File: src/hw/wdb_pkg.sv
// shared constants and types for the dead-band waveform register block
package wdb_pkg;

  // ****************************************
  // register indexes (byte address is four times the index)
  // ****************************************
  localparam logic [11:0] IDX_CLK  = 12'h60C;
  localparam logic [11:0] IDX_ISM  = 12'h60D;
  localparam logic [11:0] IDX_DBR  = 12'h60E;
  localparam logic [11:0] IDX_DBF  = 12'h60F;
  localparam logic [11:0] IDX_CON0 = 12'h610;
  localparam logic [11:0] IDX_CON1 = 12'h611;
  localparam logic [11:0] IDX_AS0  = 12'h612;
  localparam logic [11:0] IDX_AS1  = 12'h613;
  localparam logic [11:0] IDX_STR  = 12'h614;

  // ****************************************
  // field positions and widths
  // ****************************************
  localparam int DB_W         = 6;
  localparam int ISM_W        = 5;
  localparam int CON0_EN_BIT  = 7;
  localparam int CON0_LD_BIT  = 6;
  localparam int CON1_IN_BIT  = 5;
  localparam int AS0_SD_BIT   = 7;
  localparam int AS0_REN_BIT  = 6;
  localparam int AS0_PAIR_BD_SHUTDOWN_STATE_LSB = 4;
  localparam int AS0_PAIR_AC_SHUTDOWN_STATE_LSB = 2;

  // ****************************************
  // values after reset
  // ****************************************
  localparam logic [1:0]      LS_RST_BD = 2'h1;
  localparam logic [1:0]      LS_RST_AC = 2'h1;
  localparam logic [DB_W-1:0] DB_POR    = 6'h00;

  // ****************************************
  // modes and shutdown states
  // ****************************************
  localparam logic [2:0] MODE_STEER      = 3'h0;
  localparam logic [2:0] MODE_SYNC_STEER = 3'h1;
  localparam logic [2:0] MODE_HALF       = 3'h4;
  localparam logic [1:0] LS_INACT        = 2'h0;
  localparam logic [1:0] LS_TRI          = 2'h1;
  localparam logic [1:0] LS_LOW          = 2'h2;
  localparam logic [1:0] LS_HIGH         = 2'h3;

  typedef enum logic [2:0] {
    DB_OFF  = 3'b001,
    DB_WAIT = 3'b010,
    DB_ON   = 3'b100
  } wdb_db_e;

endpackage

File: src/hw/wdb_dead_band.sv
// one edge-triggered dead-band delay stage
`timescale 1ns/1ps
`default_nettype none

module wdb_dead_band (
  input  wire logic                   core_clk,
  input  wire logic                   rstn,
  input  wire logic                   tick,
  input  wire logic                   lvl,
  input  wire logic [wdb_pkg::DB_W-1:0] count,
  output logic                        active
);

  typedef struct packed {
    wdb_pkg::wdb_db_e         state;
    logic [wdb_pkg::DB_W-1:0] cnt;
    logic                     act;
  } wdb_db_s;

  wdb_db_s s_r;
  wdb_db_s s_nxt;

  always_comb begin
    s_nxt = s_r;
    case (s_r.state)
      wdb_pkg::DB_OFF: begin
        if (lvl) begin
          if (count == '0) begin
            s_nxt.state = wdb_pkg::DB_ON;
          end else begin
            s_nxt.state = wdb_pkg::DB_WAIT;
            s_nxt.cnt   = count;
          end
        end
      end
      wdb_pkg::DB_WAIT: begin
        if (!lvl) begin
          s_nxt.state = wdb_pkg::DB_OFF;
        end else if (tick) begin
          if (s_r.cnt <= 6'h01) begin
            s_nxt.state = wdb_pkg::DB_ON;
          end else begin
            s_nxt.cnt = s_r.cnt - 6'h01;
          end
        end
      end
      wdb_pkg::DB_ON: begin
        if (!lvl) begin
          s_nxt.state = wdb_pkg::DB_OFF;
        end
      end
      default: begin
        s_nxt.state = wdb_pkg::DB_OFF;
      end
    endcase
    s_nxt.act = (s_nxt.state == wdb_pkg::DB_ON);
  end

  always_ff @(posedge core_clk or negedge rstn) begin
    if (!rstn) begin
      s_r <= '{state: wdb_pkg::DB_OFF, cnt: '0, act: 1'b0};
    end else begin
      s_r <= s_nxt;
    end
  end

  assign active = s_r.act;

  // ****************************************
  // checks
  // ****************************************
  zero_bypass_a: assert property (@(posedge core_clk) disable iff (!rstn)
    (s_r.state == wdb_pkg::DB_OFF && lvl && count == '0) |=> active)
    else $error("zero count did not bypass delay");

  count_load_a: assert property (@(posedge core_clk) disable iff (!rstn)
    (s_r.state == wdb_pkg::DB_OFF && lvl && count != '0)
      |=> (s_r.state == wdb_pkg::DB_WAIT && s_r.cnt == $past(count) && !active))
    else $error("delay count not loaded on edge");

  count_expiry_a: assert property (@(posedge core_clk) disable iff (!rstn)
    (s_r.state == wdb_pkg::DB_WAIT && lvl && tick && s_r.cnt == 6'h01) |=> active)
    else $error("output late after delay expiry");

  no_early_a: assert property (@(posedge core_clk) disable iff (!rstn)
    (s_r.state == wdb_pkg::DB_WAIT && s_r.cnt > 6'h01) |=> !active)
    else $error("output switched before delay expired");

endmodule

`default_nettype wire

File: src/hw/wdb_top.sv
// dead-band waveform generator with its apb register map
//
// Design decision made here: register access over APB.
`timescale 1ns/1ps
`default_nettype none

// Overview of operation
// - rising edge delay: n to n+1 periods
// - falling edge delay: n to n+1 periods
// - zero count bypasses the delay
// - power-on reset clears both counts to zero
// - other resets keep both counts
// - six-bit counts, upper two bits unimplemented
// - source select one: fast internal clock
// - inactive shutdown state waits for dead band
module wdb_top #(
  parameter int ADDR_W = 16,
  parameter int SRC_N  = 18
) (
  input  wire logic              core_clk,
  input  wire logic              rstn,
  input  wire logic              soft_rstn,
  input  wire logic              psel,
  input  wire logic              penable,
  input  wire logic              pwrite,
  input  wire logic [ADDR_W-1:0] paddr,
  input  wire logic [31:0]       pwdata,
  output logic                   pready,
  output logic [31:0]            prdata,
  output logic                   pslverr,
  input  wire logic [SRC_N-1:0]  data_src,
  input  wire logic [7:0]        shut_src,
  input  wire logic              sys_tick,
  output logic [3:0]             out_lvl,
  output logic [3:0]             out_drv_n
);

  // ****************************************
  // state
  // ****************************************
  typedef struct packed {
    logic [SRC_N-1:0]         ds1;
    logic [SRC_N-1:0]         ds2;
    logic [SRC_N-1:0]         ds3;
    logic [SRC_N-1:0]         din_st;
    logic [7:0]               ss1;
    logic [7:0]               ss2;
    logic [7:0]               ss3;
    logic [7:0]               sh_st;
    logic                     cs;
    logic [wdb_pkg::ISM_W-1:0] ism;
    logic [wdb_pkg::DB_W-1:0] rising_delay_count;
    logic [wdb_pkg::DB_W-1:0] dbf;
    logic                     en;
    logic                     ld;
    logic [2:0]               mode;
    logic [3:0]               pol;
    logic                     sd;
    logic                     sd_hold;
    logic                     ren;
    logic [1:0]               pair_bd_shutdown_state;
    logic [1:0]               pair_ac_shutdown_state;
    logic [7:0]               as_en;
    logic [3:0]               ovr;
    logic [3:0]               str;
    logic                     din_d;
    logic                     pready;
    logic [31:0]              prdata;
    logic                     pslverr;
    logic [3:0]               out_lvl;
    logic [3:0]               out_drv_n;
  } wdb_top_s;

  localparam wdb_top_s RST_S = '{
    pair_bd_shutdown_state:    wdb_pkg::LS_RST_BD,
    pair_ac_shutdown_state:    wdb_pkg::LS_RST_AC,
    rising_delay_count:     wdb_pkg::DB_POR,
    dbf:     wdb_pkg::DB_POR,
    default: '0
  };

  wdb_top_s s_r;
  wdb_top_s s_nxt;

  // ****************************************
  // helpers
  // ****************************************
  // a bit moves only once stages two and three agree
  function automatic logic [31:0] settle(input logic [31:0] a,
                                         input logic [31:0] b,
                                         input logic [31:0] keep);
    return (a & b) | (keep & (a | b));
  endfunction

  function automatic logic hit(input logic [ADDR_W-1:0] a, input logic [11:0] idx);
    return (a[1:0] == 2'h0) && (a[ADDR_W-1:2] == (ADDR_W-2)'(idx));
  endfunction

  // ****************************************
  // data path signals
  // ****************************************
  logic       din;
  logic       tick;
  logic       sh_event;
  logic       shut_act;
  logic       db_in;
  logic       rise_ok;
  logic       fall_ok;
  logic       acc;
  logic       mapped;
  logic [31:0] rd_val;
  logic [3:0] raw;

  always_comb begin
    din      = (32'(s_r.ism) < 32'(SRC_N)) ? s_r.din_st[s_r.ism] : 1'b0;
    tick     = s_r.cs ? 1'b1 : sys_tick;
    sh_event = |(s_r.sh_st & s_r.as_en);
    shut_act = s_r.sd | s_r.sd_hold;
    // shutdown drives the delay stages low so the falling delay still runs
    db_in    = din & s_r.en & ~shut_act;
  end

  wdb_dead_band u_rise (
    .core_clk (core_clk),
    .rstn     (rstn),
    .tick     (tick),
    .lvl      (db_in),
    .count    (s_r.rising_delay_count),
    .active   (rise_ok)
  );

  wdb_dead_band u_fall (
    .core_clk (core_clk),
    .rstn     (rstn),
    .tick     (tick),
    .lvl      (~db_in),
    .count    (s_r.dbf),
    .active   (fall_ok)
  );

  // ****************************************
  // register read decode
  // ****************************************
  always_comb begin
    acc    = psel & penable;
    mapped = 1'b1;
    rd_val = 32'h0000_0000;
    if (hit(paddr, wdb_pkg::IDX_CLK)) begin
      rd_val[0] = s_r.cs;
    end else if (hit(paddr, wdb_pkg::IDX_ISM)) begin
      rd_val[wdb_pkg::ISM_W-1:0] = s_r.ism;
    end else if (hit(paddr, wdb_pkg::IDX_DBR)) begin
      rd_val[wdb_pkg::DB_W-1:0] = s_r.rising_delay_count;
    end else if (hit(paddr, wdb_pkg::IDX_DBF)) begin
      rd_val[wdb_pkg::DB_W-1:0] = s_r.dbf;
    end else if (hit(paddr, wdb_pkg::IDX_CON0)) begin
      rd_val[wdb_pkg::CON0_EN_BIT] = s_r.en;
      rd_val[wdb_pkg::CON0_LD_BIT] = s_r.ld;
      rd_val[2:0]                  = s_r.mode;
    end else if (hit(paddr, wdb_pkg::IDX_CON1)) begin
      rd_val[wdb_pkg::CON1_IN_BIT] = din;
      rd_val[3:0]                  = s_r.pol;
    end else if (hit(paddr, wdb_pkg::IDX_AS0)) begin
      rd_val[wdb_pkg::AS0_SD_BIT]                           = s_r.sd;
      rd_val[wdb_pkg::AS0_REN_BIT]                          = s_r.ren;
      rd_val[wdb_pkg::AS0_PAIR_BD_SHUTDOWN_STATE_LSB+1:wdb_pkg::AS0_PAIR_BD_SHUTDOWN_STATE_LSB] = s_r.pair_bd_shutdown_state;
      rd_val[wdb_pkg::AS0_PAIR_AC_SHUTDOWN_STATE_LSB+1:wdb_pkg::AS0_PAIR_AC_SHUTDOWN_STATE_LSB] = s_r.pair_ac_shutdown_state;
    end else if (hit(paddr, wdb_pkg::IDX_AS1)) begin
      rd_val[7:0] = s_r.as_en;
    end else if (hit(paddr, wdb_pkg::IDX_STR)) begin
      rd_val[7:0] = {s_r.ovr, s_r.str};
    end else begin
      mapped = 1'b0;
    end
  end

  // ****************************************
  // next state
  // ****************************************
  always_comb begin
    logic [1:0] ls;
    logic       wr;
    ls    = 2'h0;
    wr    = 1'b0;
    s_nxt = s_r;

    // input synchronisers
    s_nxt.ds1    = data_src;
    s_nxt.ds2    = s_r.ds1;
    s_nxt.ds3    = s_r.ds2;
    s_nxt.din_st = SRC_N'(settle(32'(s_r.ds2), 32'(s_r.ds3), 32'(s_r.din_st)));
    s_nxt.ss1    = shut_src;
    s_nxt.ss2    = s_r.ss1;
    s_nxt.ss3    = s_r.ss2;
    s_nxt.sh_st  = 8'(settle(32'(s_r.ss2), 32'(s_r.ss3), 32'(s_r.sh_st)));
    s_nxt.din_d  = din;

    // apb: one wait cycle so read data leave a flip-flop
    s_nxt.pready = acc & ~s_r.pready;
    if (acc && !s_r.pready) begin
      s_nxt.prdata  = rd_val;
      s_nxt.pslverr = ~mapped;
    end else if (!acc) begin
      s_nxt.pslverr = 1'b0;
    end
    wr = acc & s_r.pready & pwrite & mapped;

    if (wr && hit(paddr, wdb_pkg::IDX_CLK)) begin
      s_nxt.cs = pwdata[0];
    end
    if (wr && hit(paddr, wdb_pkg::IDX_ISM)) begin
      s_nxt.ism = pwdata[wdb_pkg::ISM_W-1:0];
    end
    if (wr && hit(paddr, wdb_pkg::IDX_DBR)) begin
      s_nxt.rising_delay_count = pwdata[wdb_pkg::DB_W-1:0];
    end
    if (wr && hit(paddr, wdb_pkg::IDX_DBF)) begin
      s_nxt.dbf = pwdata[wdb_pkg::DB_W-1:0];
    end
    if (wr && hit(paddr, wdb_pkg::IDX_CON0)) begin
      s_nxt.en   = pwdata[wdb_pkg::CON0_EN_BIT];
      s_nxt.ld   = pwdata[wdb_pkg::CON0_LD_BIT];
      s_nxt.mode = pwdata[2:0];
    end else if (s_r.ld && din && !s_r.din_d) begin
      s_nxt.ld = 1'b0;
    end
    if (wr && hit(paddr, wdb_pkg::IDX_CON1)) begin
      s_nxt.pol = pwdata[3:0];
    end
    if (wr && hit(paddr, wdb_pkg::IDX_AS0)) begin
      s_nxt.sd   = pwdata[wdb_pkg::AS0_SD_BIT];
      s_nxt.ren  = pwdata[wdb_pkg::AS0_REN_BIT];
      s_nxt.pair_bd_shutdown_state = pwdata[wdb_pkg::AS0_PAIR_BD_SHUTDOWN_STATE_LSB+1:wdb_pkg::AS0_PAIR_BD_SHUTDOWN_STATE_LSB];
      s_nxt.pair_ac_shutdown_state = pwdata[wdb_pkg::AS0_PAIR_AC_SHUTDOWN_STATE_LSB+1:wdb_pkg::AS0_PAIR_AC_SHUTDOWN_STATE_LSB];
    end else if (s_r.ren && s_r.sd && !sh_event) begin
      s_nxt.sd = 1'b0;
    end
    if (wr && hit(paddr, wdb_pkg::IDX_AS1)) begin
      s_nxt.as_en = pwdata[7:0];
    end
    if (wr && hit(paddr, wdb_pkg::IDX_STR)) begin
      s_nxt.ovr = pwdata[7:4];
      s_nxt.str = pwdata[3:0];
    end

    // a shutdown event wins over a clear in the same cycle
    if (sh_event) begin
      s_nxt.sd = 1'b1;
    end
    // outputs stay shut until the next rising data edge after clearing
    if (s_r.sd) begin
      s_nxt.sd_hold = 1'b1;
    end else if (din && !s_r.din_d) begin
      s_nxt.sd_hold = 1'b0;
    end

    // output stage
    if (s_r.mode[2:1] == 2'b00) begin
      raw = s_r.str & {4{din}};
    end else begin
      raw = {fall_ok, rise_ok, fall_ok, rise_ok};
    end
    for (int i = 0; i < 4; i++) begin
      s_nxt.out_drv_n[i] = 1'b0;
      if (!s_r.en) begin
        s_nxt.out_lvl[i] = s_r.pol[i];
      end else if (s_r.mode[2:1] == 2'b00 && !s_r.str[i]) begin
        s_nxt.out_lvl[i] = s_r.ovr[i];
      end else begin
        s_nxt.out_lvl[i] = raw[i] ^ s_r.pol[i];
      end
      if (shut_act) begin
        ls = i[0] ? s_r.pair_bd_shutdown_state : s_r.pair_ac_shutdown_state;
        case (ls)
          wdb_pkg::LS_HIGH: s_nxt.out_lvl[i] = 1'b1;
          wdb_pkg::LS_LOW:  s_nxt.out_lvl[i] = 1'b0;
          wdb_pkg::LS_TRI: begin
            s_nxt.out_lvl[i]   = 1'b0;
            s_nxt.out_drv_n[i] = 1'b1;
          end
          default: begin
            s_nxt.out_lvl[i] = fall_ok ? s_r.pol[i] : s_r.out_lvl[i];
          end
        endcase
      end
    end

    // other resets keep both delay counts
    if (!soft_rstn) begin
      s_nxt     = RST_S;
      s_nxt.rising_delay_count = s_r.rising_delay_count;
      s_nxt.dbf = s_r.dbf;
      s_nxt.ds1 = s_r.ds1;
      s_nxt.ds2 = s_r.ds2;
      s_nxt.ds3 = s_r.ds3;
      s_nxt.ss1 = s_r.ss1;
      s_nxt.ss2 = s_r.ss2;
      s_nxt.ss3 = s_r.ss3;
    end
  end

  // counts reset to zero (DB_POR) at power-on; software must program them
  always_ff @(posedge core_clk or negedge rstn) begin
    if (!rstn) begin
      s_r <= RST_S;
    end else begin
      s_r <= s_nxt;
    end
  end

  assign pready    = s_r.pready;
  assign prdata    = s_r.prdata;
  assign pslverr   = s_r.pslverr;
  assign out_lvl   = s_r.out_lvl;
  assign out_drv_n = s_r.out_drv_n;

  // ****************************************
  // checks
  // ****************************************
  counts_kept_a: assert property (@(posedge core_clk) disable iff (!rstn)
    !soft_rstn |=> (s_r.rising_delay_count == $past(s_r.rising_delay_count) && s_r.dbf == $past(s_r.dbf)))
    else $error("soft reset disturbed delay counts");

  upper_zero_a: assert property (@(posedge core_clk) disable iff (!rstn)
    (acc && !s_r.pready && (hit(paddr, wdb_pkg::IDX_DBR) || hit(paddr, wdb_pkg::IDX_DBF)))
      |=> (s_r.prdata[31:6] == 26'h0 && pready))
    else $error("count register upper bits not zero");

  fast_tick_a: assert property (@(posedge core_clk) disable iff (!rstn)
    ($rose(db_in) && s_r.cs) |-> ##[1:64] (rise_ok || !db_in || !s_r.cs))
    else $error("fast clock source did not run the delay");

  shut_set_a: assert property (@(posedge core_clk) disable iff (!rstn)
    (sh_event && soft_rstn) |=> s_r.sd)
    else $error("shutdown event lost");

  inact_hold_a: assert property (@(posedge core_clk) disable iff (!rstn)
    (shut_act && s_r.en && s_r.pair_ac_shutdown_state == wdb_pkg::LS_INACT && !fall_ok && soft_rstn)
      |=> (s_r.out_lvl[0] == $past(s_r.out_lvl[0])))
    else $error("output changed before shutdown dead band");

  ready_pulse_a: assert property (@(posedge core_clk) disable iff (!rstn)
    (acc && !s_r.pready && soft_rstn) |=> (pready ##1 !pready))
    else $error("apb ready not a one cycle answer");

endmodule

`default_nettype wire

File: config.mk
export PLATFORM = sky130hd
export DESIGN_NAME = wdb_top
export DESIGN_NICKNAME = d
export VERILOG_FILES = /design/src/hw/wdb_pkg.sv /design/src/hw/wdb_dead_band.sv /design/src/hw/wdb_top.sv
export SDC_FILE = /design/constraint.sdc
export NUM_CORES = 1
export LEC_CHECK = 0
export BUFFER_PORTS_ARGS = -buffer_cell sky130_fd_sc_hd__buf_2
export CAP_MARGIN = 20
export CORE_MARGIN = 5
export CORE_UTILIZATION = 35
export CTS_BUF_LIST = sky130_fd_sc_hd__clkbuf_8
export CTS_CLUSTER_SIZE = 24
export DETAILED_ROUTE_END_ITERATION = 7
export SETUP_SLACK_MARGIN = 0.5
export SLEW_MARGIN = 15
export SYNTH_ARGS = -nofsm -noshare
export SYNTH_HDL_FRONTEND = slang
export SYNTH_SLANG_ARGS = --single-unit
File: constraint.sdc
create_clock -name core_clk -period 2.3 [get_ports core_clk]
set_input_delay 0.46 -clock core_clk [delete_from_list [all_inputs] [get_ports core_clk]]
set_output_delay 0.46 -clock core_clk [all_outputs]
set_load 0.005 [all_outputs]
==> reports/metrics.yaml, run 1 <==
status: "finished clean"
start_util_pct: 35.7
crit_type: "reg -> reg"
hold_violations: 0
syn_to_final_growth_pct: 17.0
synth-edff-count: 0
min_path_type: "in -> reg"
rows: 60
path_clk_slew_ps: 120
avgSynthCellArea_um2: 10.6
crit_buf_inv: 2
place_congestion: 0.926
antenna_found_initial: 0
synth_mux_area_share_pct: 14.8
drt-initial-drc-count: 586
synthCells: 910
fin_setup_tns_ps: 0
num_antenna_cells: 0
fmax_ghz: 0.478
slowest_stage: "dfrtp_1"
crit_path_cell_trace: "buf_12 > and2b_2 > a2111oi_4 > o31ai_4 > buf_6 > o31ai_4 > mux2_4"
rr_worst_depth: 7
pwr-share-clk_pct: 31.0
power.leakage_nw: 4.84
grt_pass1_vias: 6881
max-cap-violations: 0
yosysSeqAreaShare_pct: 49.4
routed_wl_um: 24000
swShare_pct: 30.6
worst_pin_slew_ps: 609
worstPathMaxFanout: 7
dp_hpwl_um: 17200
power_switching_w: 0.00224
slew_headroom_pct: 59.2
grtUsageTotal_pct: 15.3
cp_slowest_stage_delay_ps: 420
die_h_um: 176
ctsHtreeMaxLevel: 4
pwr-share-seq_pct: 54.0
endpoint: "u_fall.s_r[1]"
crit_family: "compound AO/OA/AOI/OAI gates"
start_kind: "register"
cts.sinks: 191
synthXorXnorAreaFrac_pct: 0
timing.rr.end: "u_fall.s_r[1]"
post-route-period-util_pct: 91.0
clk_path_buf_depth: 2
final_common_cell: "dfrtp_1"
power_density_mw_per_mm2: 646
r2r-start: "s_r[87]"
finalSetupViolCount: 0
cp-end-kind: "register"
rsz0062_at_grt: "yes"
cp.depth: 7
min_from: "shut_src[6]"
root_buffer: "clkbuf_8"
final_cell_mix: "dfrtp_1 (186), mux2_2 (92), nand2_1 (74)"
maxSlewViolCount: 0
dieWidth_um: 176
finalNetCount: 1095
cts_tree: "yes"
pwr-share-comb_pct: 15.0
whs_ps: 196
detail-route-antenna-nets: 0
core_area_mm2: 0.0271
nFillCells: 2590
io_buffers: 74
io_pins: 123
drcViolationCount: 0
r2r_slack_ps: 210
synth_area_mm2: 0.00968
yosys_warnings: 0
skew_ps: 20.8
drive_above_1_share_pct: 32.4
timing.final.crit_period_ps: 2090
synth_top_family_by_area: "compound AO/OA/AOI/OAI gates"
ys_types: 81
clk-insertion-delay-late_ps: 480
cp-startpoint: "s_r[87]"
required_ps: 2660
dr.pass1.iters: 5
crit_top_cell: "o31ai_4"
vias: 7331
grt.overflow.total: 0
p_int_w: 0.00508
critPathArrivalTime_ps: 2450
wl_per_cell_um: 17.3
ys_seq_elements: 191
cts_buffers: 17
grt_max_degree: 83
synth_fa_ha_area_share_pct: 1.29
synthSimpleGateAreaFrac_pct: 13.6
synth_compound_area_share_pct: 15.0
async_reset_ff_share_pct: 100
vias_per_cell: 5.28
grt_first_pass_wirelength_um: 38000
dieArea_mm2: 0.0311
ir_drop_mv: 0.493
ys.flop_type: "dfrtp_1"
==> per-layer routing <==
| layer | up-vias | GRT usage, % | wire length [um] |
|---|---|---|---|
| met1 | 3614 | 22.8 | 11300 |
| met5 | - | 0 | 0 |
| li1 | 3441 | - | - |
| met3 | 37 | 2.72 | 1620 |
| met4 | 0 | 5.13 | 527 |
| met2 | 239 | 22.4 | 10600 |
==> power by group through the flow <==
| stage | Clock (W) | Sequential [W] | Combinational, W |
|---|---|---|---|
| final | 0.00227 | 0.00395 | 0.00109 |
| after global routing | 0.00247 | 0.00400 | 0.00121 |
| after CTS | 0.00234 | 0.00395 | 0.00103 |
| after detailed placement | 0 | 0.00402 | 0.000976 |
| after global placement | 0 | 0.00400 | 0.000954 |
| after floorplan | 0 | 0.00393 | 0.000696 |
==> metrics by stage <==
step / worst slack [ps] / total power (W) / util, % / instances / instance area (um2)
final: 207 / 0.00732 / 41.8 / 1389 / 11300
after detailed placement: 160 / 0.00499 / 39.0 / 1340 / 10600
after floorplan: 416 / 0.00463 / - / 933 / 9830
after CTS: 223 / 0.00731 / 41.2 / 1384 / 11200
after global placement: 147 / 0.00496 / 39.0 / 1340 / 10600
after global routing: 146 / 0.00768 / 41.8 / 1389 / 11300
==> flip-flops by register name, summed over array words and instances (netlist names) <==
| name | cells |
|---|---|
| u_rise.active | 1 |
| u_fall.s_r | 9 |
| s_r | 155 |
| pready | 1 |
| pslverr | 1 |
| u_rise.s_r | 9 |
| u_fall.active | 1 |
| out_drv_n | 2 |
| out_lvl | 4 |
| prdata | 8 |
==> worst min-delay path by stage <==
stage	endpoint	slack, ps	cells after the start
2_1_floorplan	out_drv_n[1]	160	0
3_3_place_gp	s_r[117]	430	1
3_5_place_dp	s_r[174]	430	1
4_1_cts	s_r[123]	160	2
5_1_grt	s_r[185]	160	2
6_report	s_r[123]	200	2
==> synthesized netlist by cell type (5+ instances only) <==
cell type | n | area [um2]
a31oi_1 | 10 | 62.6
a211oi_1 | 9 | 67.6
a21oi_1 | 69 | 345
nor3_1 | 19 | 95.1
or2_2 | 5 | 31.3
nor4_1 | 12 | 75.1
o31ai_1 | 7 | 52.6
inv_1 | 26 | 97.6
a32oi_1 | 6 | 52.6
nand3_1 | 15 | 75.1
o21ai_0 | 54 | 270
nand2_1 | 74 | 278
mux2i_1 | 39 | 390
o22ai_1 | 9 | 56.3
ha_1 | 10 | 125
nand2b_1 | 14 | 87.6
dfrtp_1 | 187 | 4680
mux2_2 | 93 | 1050
nor2_1 | 67 | 251
clkbuf_1 | 28 | 105
o211ai_1 | 5 | 37.5
buf_4 | 41 | 308
or3b_2 | 7 | 61.3
o32ai_1 | 5 | 43.8
==> cell families after synthesis <==
| kind of cell | count (synthesis) |
|---|---|
| muxes | 132 |
| adders and majority gates | 10 |
| DFF | 191 |
| and+or+nand+nor | 252 |
| other | 1 |
| buffers and inverters | 105 |
| AOI/OAI and AO/OA | 219 |
==> what timing repair did <==
action                                  in CTS  in global routing
endpoints found under the setup margin      27                 27
gates resized for setup                     14                 24
pin swaps                                    8                 14
hold buffers                                 1                  0
hold endpoints to repair                    36                  0
setup buffers                               11                  5
==> layout make-up <==
class,count,area [um2],area share (%)
Clock inverter,15,183,1.61
Clock buffer,17,234,2.06
Tap cell,372,465,4.11
Sequential cell,191,4790,42.2
Timing Repair Buffer,131,918,8.11
Inverter,26,97.6,0.861
Multi-Input combinational cell,637,4650,41.0
(Power assumes the default switching activity.)
==> run 2: changes to the inputs <==
--- a/config.mk
+++ b/config.mk
@@ -7,11 +7,13 @@
 export LEC_CHECK = 0
 export BUFFER_PORTS_ARGS = -buffer_cell sky130_fd_sc_hd__buf_2
 export CAP_MARGIN = 20
+export CORE_ASPECT_RATIO = 1.75
 export CORE_MARGIN = 5
-export CORE_UTILIZATION = 35
+export CORE_UTILIZATION = 55
 export CTS_BUF_LIST = sky130_fd_sc_hd__clkbuf_8
 export CTS_CLUSTER_SIZE = 24
 export DETAILED_ROUTE_END_ITERATION = 7
+export PLACE_DENSITY = 0.76
 export SETUP_SLACK_MARGIN = 0.5
 export SLEW_MARGIN = 15
 export SYNTH_ARGS = -nofsm -noshare
==> constraint.sdc (replaced) <==
create_clock -name core_clk -period 2.4 [get_ports core_clk]
set_input_delay 0.48 -clock core_clk [delete_from_list [all_inputs] [get_ports core_clk]]
set_output_delay 0.48 -clock core_clk [all_outputs]
set_load 0.005 [all_outputs]
==> run 2 against run 1 <==
  * Critical path depth did not move
  * Sequential power down 4%
  * Critical endpoint is now u_rise.s_r[3]
  * Critical path type unchanged
  * Combinational power shrank 9%
  * Design area fell by 2.4%
==> reports/metrics.yaml, run 2 (synthesis gave the netlist of run 1 again) <==
ir_drop_mv: 0.512
place_congestion: 0.929
crit_path_cell_trace: "buf_6 > mux2i_2 > a22o_4 > o31a_4 > buf_4 > a211oi_2 > o22ai_2"
largest_register_ffs: 155
start_util_pct: 55.7
clk-insertion-delay-late_ps: 470
ctsHtreeMaxLevel: 4
final_cell_count_no_fill: 1243
wl_per_cell_um: 19.9
drive_above_1_share_pct: 32.5
timing.final.crit_period_ps: 2070
dieArea_mm2: 0.0205
skew_ps: 16.3
drcViolationCount: 0
post-route-period-util_pct: 86.1
endpoint: "u_rise.s_r[3]"
slew_headroom_pct: 59.4
grt_first_pass_wirelength_um: 39100
detail-route-antenna-nets: 0
power_density_mw_per_mm2: 612
max-cap-violations: 0
vias: 7457
finalCoreUtilization_pct: 63.6
io_buffers: 74
pre_cts_slack_ps: 162
finalNetCount: 1090
grtUsageTotal_pct: 25.2
maxSlewViolCount: 0
swShare_pct: 29.6
fin_setup_tns_ps: 0
rsz0062_at_grt: "yes"
rows: 64
die_h_um: 186
cp_slowest_stage_delay_ps: 490
ff_latch_area_mm2: 0.00479
power.leakage_nw: 4.79
dr.pass1.iters: 7
multi_input_area_mm2: 0.00465
min_path_type: "in -> reg"
critPathArrivalTime_ps: 2410
largest_register: "s_r"
final_common_cell: "dfrtp_1"
rr_worst_depth: 7
wl_met1_um: 8900
pwr-share-comb_pct: 14.6
highest_layer: "met4"
pwr-share-clk_pct: 29.4
fmax_ghz: 0.484
core_area_mm2: 0.0174
power_switching_w: 0.00200
required_ps: 2750
hold_violations: 0
grt_pass1_vias: 7622
dieWidth_um: 110
slowest_stage: "dfrtp_2"
pwr-share-seq_pct: 56.0
drt-initial-drc-count: 502
io_pins: 123
routed_wl_um: 24700
num_antenna_cells: 0
grt.overflow.total: 0
grt_max_degree: 68
vias_per_cell: 6.00
r2r_slack_ps: 330
syn_to_final_growth_pct: 14.2
cts_buffers: 17
status: "finished clean"
worstPathMaxFanout: 8
setup_ws_ps: 333
root_buffer: "clkbuf_8"
cp-end-kind: "register"
antenna_found_initial: 0
finalSetupViolCount: 0
final_cell_mix: "dfrtp_1 (185), mux2_2 (92), nand2_1 (73)"
r2r-start: "s_r[87]"
dp_cells: 1197
path_clk_slew_ps: 100
cp-startpoint: "s_r[87]"
clk_path_buf_depth: 2
wl_met3_um: 1210
p_int_w: 0.00477
cts.sinks: 191
top_regs: "s_r (155), u_fall.s_r (9), u_rise.s_r (9)"
start_kind: "register"
nFillCells: 1458
worst_pin_slew_ps: 603
cts_tree: "yes"
crit_type: "reg -> reg"
timing.rr.end: "u_rise.s_r[3]"
dp_hpwl_um: 17800
route.met2.wl_um: 12700
==> run 2: cell types whose count changed in the layout (fill, tap and decap cells not counted), sizes merged <==
cell | before | now
buf | 129 | 123
clkinvlp | 0 | 1
clkinv | 7 | 6
o31a | 1 | 2
==> run 2: layout make-up <==
type	instances	share of cell area, %
tap	231	2.61
timing repair buffer	125	7.85
clock buffer	17	2.12
clock inverter	15	1.20
multi-input combinational	638	42.0
inverter	26	0.883
sequential	191	43.3
==> run 2: through the flow <==
step / total power, W / hold WS, ps / instance area (um2)
6_report: 0.00677 / 243 / 11100
5_1_grt: 0.00712 / 207 / 11100
4_1_cts: 0.00680 / 213 / 10900
3_5_place_dp: 0.00476 / 474 / 10400
3_3_place_gp: 0.00471 / 464 / 10400
2_1_floorplan: 0.00441 / 184 / 9800
==> run 2: worst min path at each step <==
stage / start / end / slack, ps / cells past startpoint
after floorplan: rstn / out_drv_n[1] / 180 / 0
after global placement: prdata[1] / prdata[1] / 460 / 2
after detailed placement: prdata[2] / prdata[2] / 470 / 2
after CTS: data_src[7] / s_r[186] / 210 / 2
after global routing: data_src[0] / s_r[179] / 210 / 2
final: data_src[12] / s_r[191] / 240 / 2
==> run 2: routing by layer <==
| layer | vias to the layer above | global-route usage, % |
|---|---|---|
| li1 | 3418 | - |
| met1 | 3656 | 28.4 |
| met2 | 272 | 42.5 |
| met3 | 111 | 4.03 |
| met4 | 0 | 17.9 |
| met5 | - | 0 |
==> run 2: what timing repair did <==
action | 4_1_cts | 5_1_grt
hold buffers | 1 | 0
resized for setup | 29 | 21
endpoints found under the hold margin | 49 | 0
endpoints found under the setup margin | 27 | 27
buffers inserted | 9 | 2
pin swaps | 20 | 7
gates cloned | 2 | 0
==> run 2: power by group through the flow <==
stage | combinational [W] | clock [W] | sequential, W
after floorplan | 0.000647 | 0 | 0.00376
after global placement | 0.000884 | 0 | 0.00383
after detailed placement | 0.000914 | 0 | 0.00385
after CTS | 0.000972 | 0.00205 | 0.00379
after global routing | 0.00110 | 0.00219 | 0.00383
final | 0.000988 | 0.00199 | 0.00379
==> run 2: worst max-delay path, delay by kind of cell (launching register included) <==
| kind | cells | cell delay, ps |
|---|---|---|
| AO/OA/AOI/OAI | 4 | 980 |
| buffers and inverters | 2 | 310 |
| flip-flops | 1 | 490 |
| multiplexers | 1 | 150 |
==> run 3: changes to the inputs <==
--- a/config.mk
+++ b/config.mk
@@ -14,6 +14,7 @@
 export CTS_CLUSTER_SIZE = 24
 export DETAILED_ROUTE_END_ITERATION = 7
 export PLACE_DENSITY = 0.76
+export REMOVE_ABC_BUFFERS = 1
 export SETUP_SLACK_MARGIN = 0.5
 export SLEW_MARGIN = 15
 export SYNTH_ARGS = -nofsm -noshare
==> run 3 against run 2 <==
  * Critical endpoint is now u_rise.s_r[8]
  * Register-to-register slack lost 20 ps
  * Setup slack lost 17 ps
  * Sequential power about the same
  * Highest routed layer is now met5
==> reports/metrics.yaml, run 3 (synthesis gave the netlist of run 1 again) <==
status: "finished clean"
post-route-period-util_pct: 86.8
cts.sinks: 191
slowest_stage: "dfrtp_1"
vias: 7379
antenna_found_initial: 1
crit_type: "reg -> reg"
root_buffer: "clkbuf_8"
met2_usage_pct: 42.2
finalSetupViolCount: 0
grtUsageTotal_pct: 25.0
critPathArrivalTime_ps: 2480
crit_path_cell_trace: "and2b_1 > a22o_2 > o31a_4 > a21oi_4 > buf_6 > o211a_1"
power_density_mw_per_mm2: 619
cp-end-kind: "register"
ir_drop_mv: 0.615
fmax_ghz: 0.480
drcViolationCount: 0
crit_family: "compound AO/OA/AOI/OAI gates"
top_usage_layer: "met2"
worstPathMaxFanout: 8
start_util_pct: 55.7
use_met3_pct: 5.21
cp_slowest_stage_delay_ps: 510
io_pins: 123
cts_buffers: 17
required_ps: 2800
core_area_mm2: 0.0174
top_regs: "s_r (155), u_fall.s_r (9), u_rise.s_r (9)"
place_congestion: 0.961
hold_violations: 0
vias_per_cell: 5.91
dieWidth_um: 110
r2r_slack_ps: 320
worst_pin_slew_ps: 525
timing.final.crit_period_ps: 2080
routed_wl_um: 24100
rows: 64
clk-insertion-delay-late_ps: 460
cp.depth: 6
grt_first_pass_wirelength_um: 39000
start_kind: "register"
rsz0062_at_grt: "yes"
dp_hpwl_um: 17500
fin_setup_tns_ps: 0
die_h_um: 186
final_common_cell: "dfrtp_1"
grt.overflow.total: 0
min_path_type: "in -> reg"
power.leakage_nw: 4.79
dr.pass1.iters: 5
detail-route-antenna-nets: 0
grt_pass1_vias: 7516
syn_to_final_growth_pct: 14.2
drt-initial-drc-count: 333
grt_max_degree: 63
hold_path_depth: 2
ctsHtreeMaxLevel: 4
whs_ps: 247
drive_above_1_share_pct: 32.7
cts_tree: "yes"
crit_buf_inv: 1
dieArea_mm2: 0.0205
num_antenna_cells: 0
final_cell_mix: "dfrtp_1 (185), mux2_2 (92), nand2_1 (73)"
path_clk_slew_ps: 90
wl_per_cell_um: 19.3
slew_headroom_pct: 65.0
largest_register_ffs: 155
finalCoreUtilization_pct: 63.6
max-cap-violations: 0
io_buffers: 74
skew_ps: 16.4
maxSlewViolCount: 0
largest_register: "s_r"
rr_worst_depth: 6
clk_path_buf_depth: 2
finalNetCount: 1096
grtUsageMet1_pct: 30.0
-- run 3: cell type report --
class	instances	area, um2
inverter	26	97.6
multi-input combinational	638	4610
fill	1454	6320
clock buffer	20	275
clock inverter	12	108
timing repair buffer	131	890
tap	231	289
sequential	191	4790
-- run 3: per-stage QoR --
step	instance area, um2	power, W	setup slack, ps	instances
final	11100	0.00685	316	1249
after global routing	11100	0.00721	269	1249
after CTS	11000	0.00689	363	1248
after detailed placement	10400	0.00477	134	1203
after global placement	10400	0.00472	172	1203
after floorplan	9300	0.00433	113	854
-- run 3: worst paths after layout --
check,from,endpoint
min in group asynchronous,rstn,s_r[123]
max reg2reg,s_r[89],u_rise.s_r[8]
min reg2reg,s_r[121],s_r[113]
max in group asynchronous,rstn,u_fall.s_r[7]
min,data_src[14],s_r[193]
max,s_r[89],u_rise.s_r[8]
-- run 3: repair_timing --
| action | 4_1_cts | 5_1_grt |
|---|---|---|
| setup endpoints to repair | 28 | 28 |
| resized for setup | 27 | 19 |
| buffers inserted | 11 | 1 |
| endpoints found under the hold margin | 8 | 0 |
| cloned | 1 | 0 |
| pin swaps | 16 | 8 |
| hold buffers | 1 | 0 |
-- run 3: report_power, final --
part           internal [W]  switching (W)  leakage (nW)
logic              0.000493       0.000544          2.18
registers           0.00354       0.000240          2.42
clock network      0.000908        0.00112         0.197
total               0.00494        0.00191          4.79
-- run 3: routing by layer --
metal  routed length [um]  vias to the layer above
li1                     -                     3427
met1                 9350                     3670
met2                12400                      216
met3                 1190                       64
met4                 1130                        2
met5                   18                        -
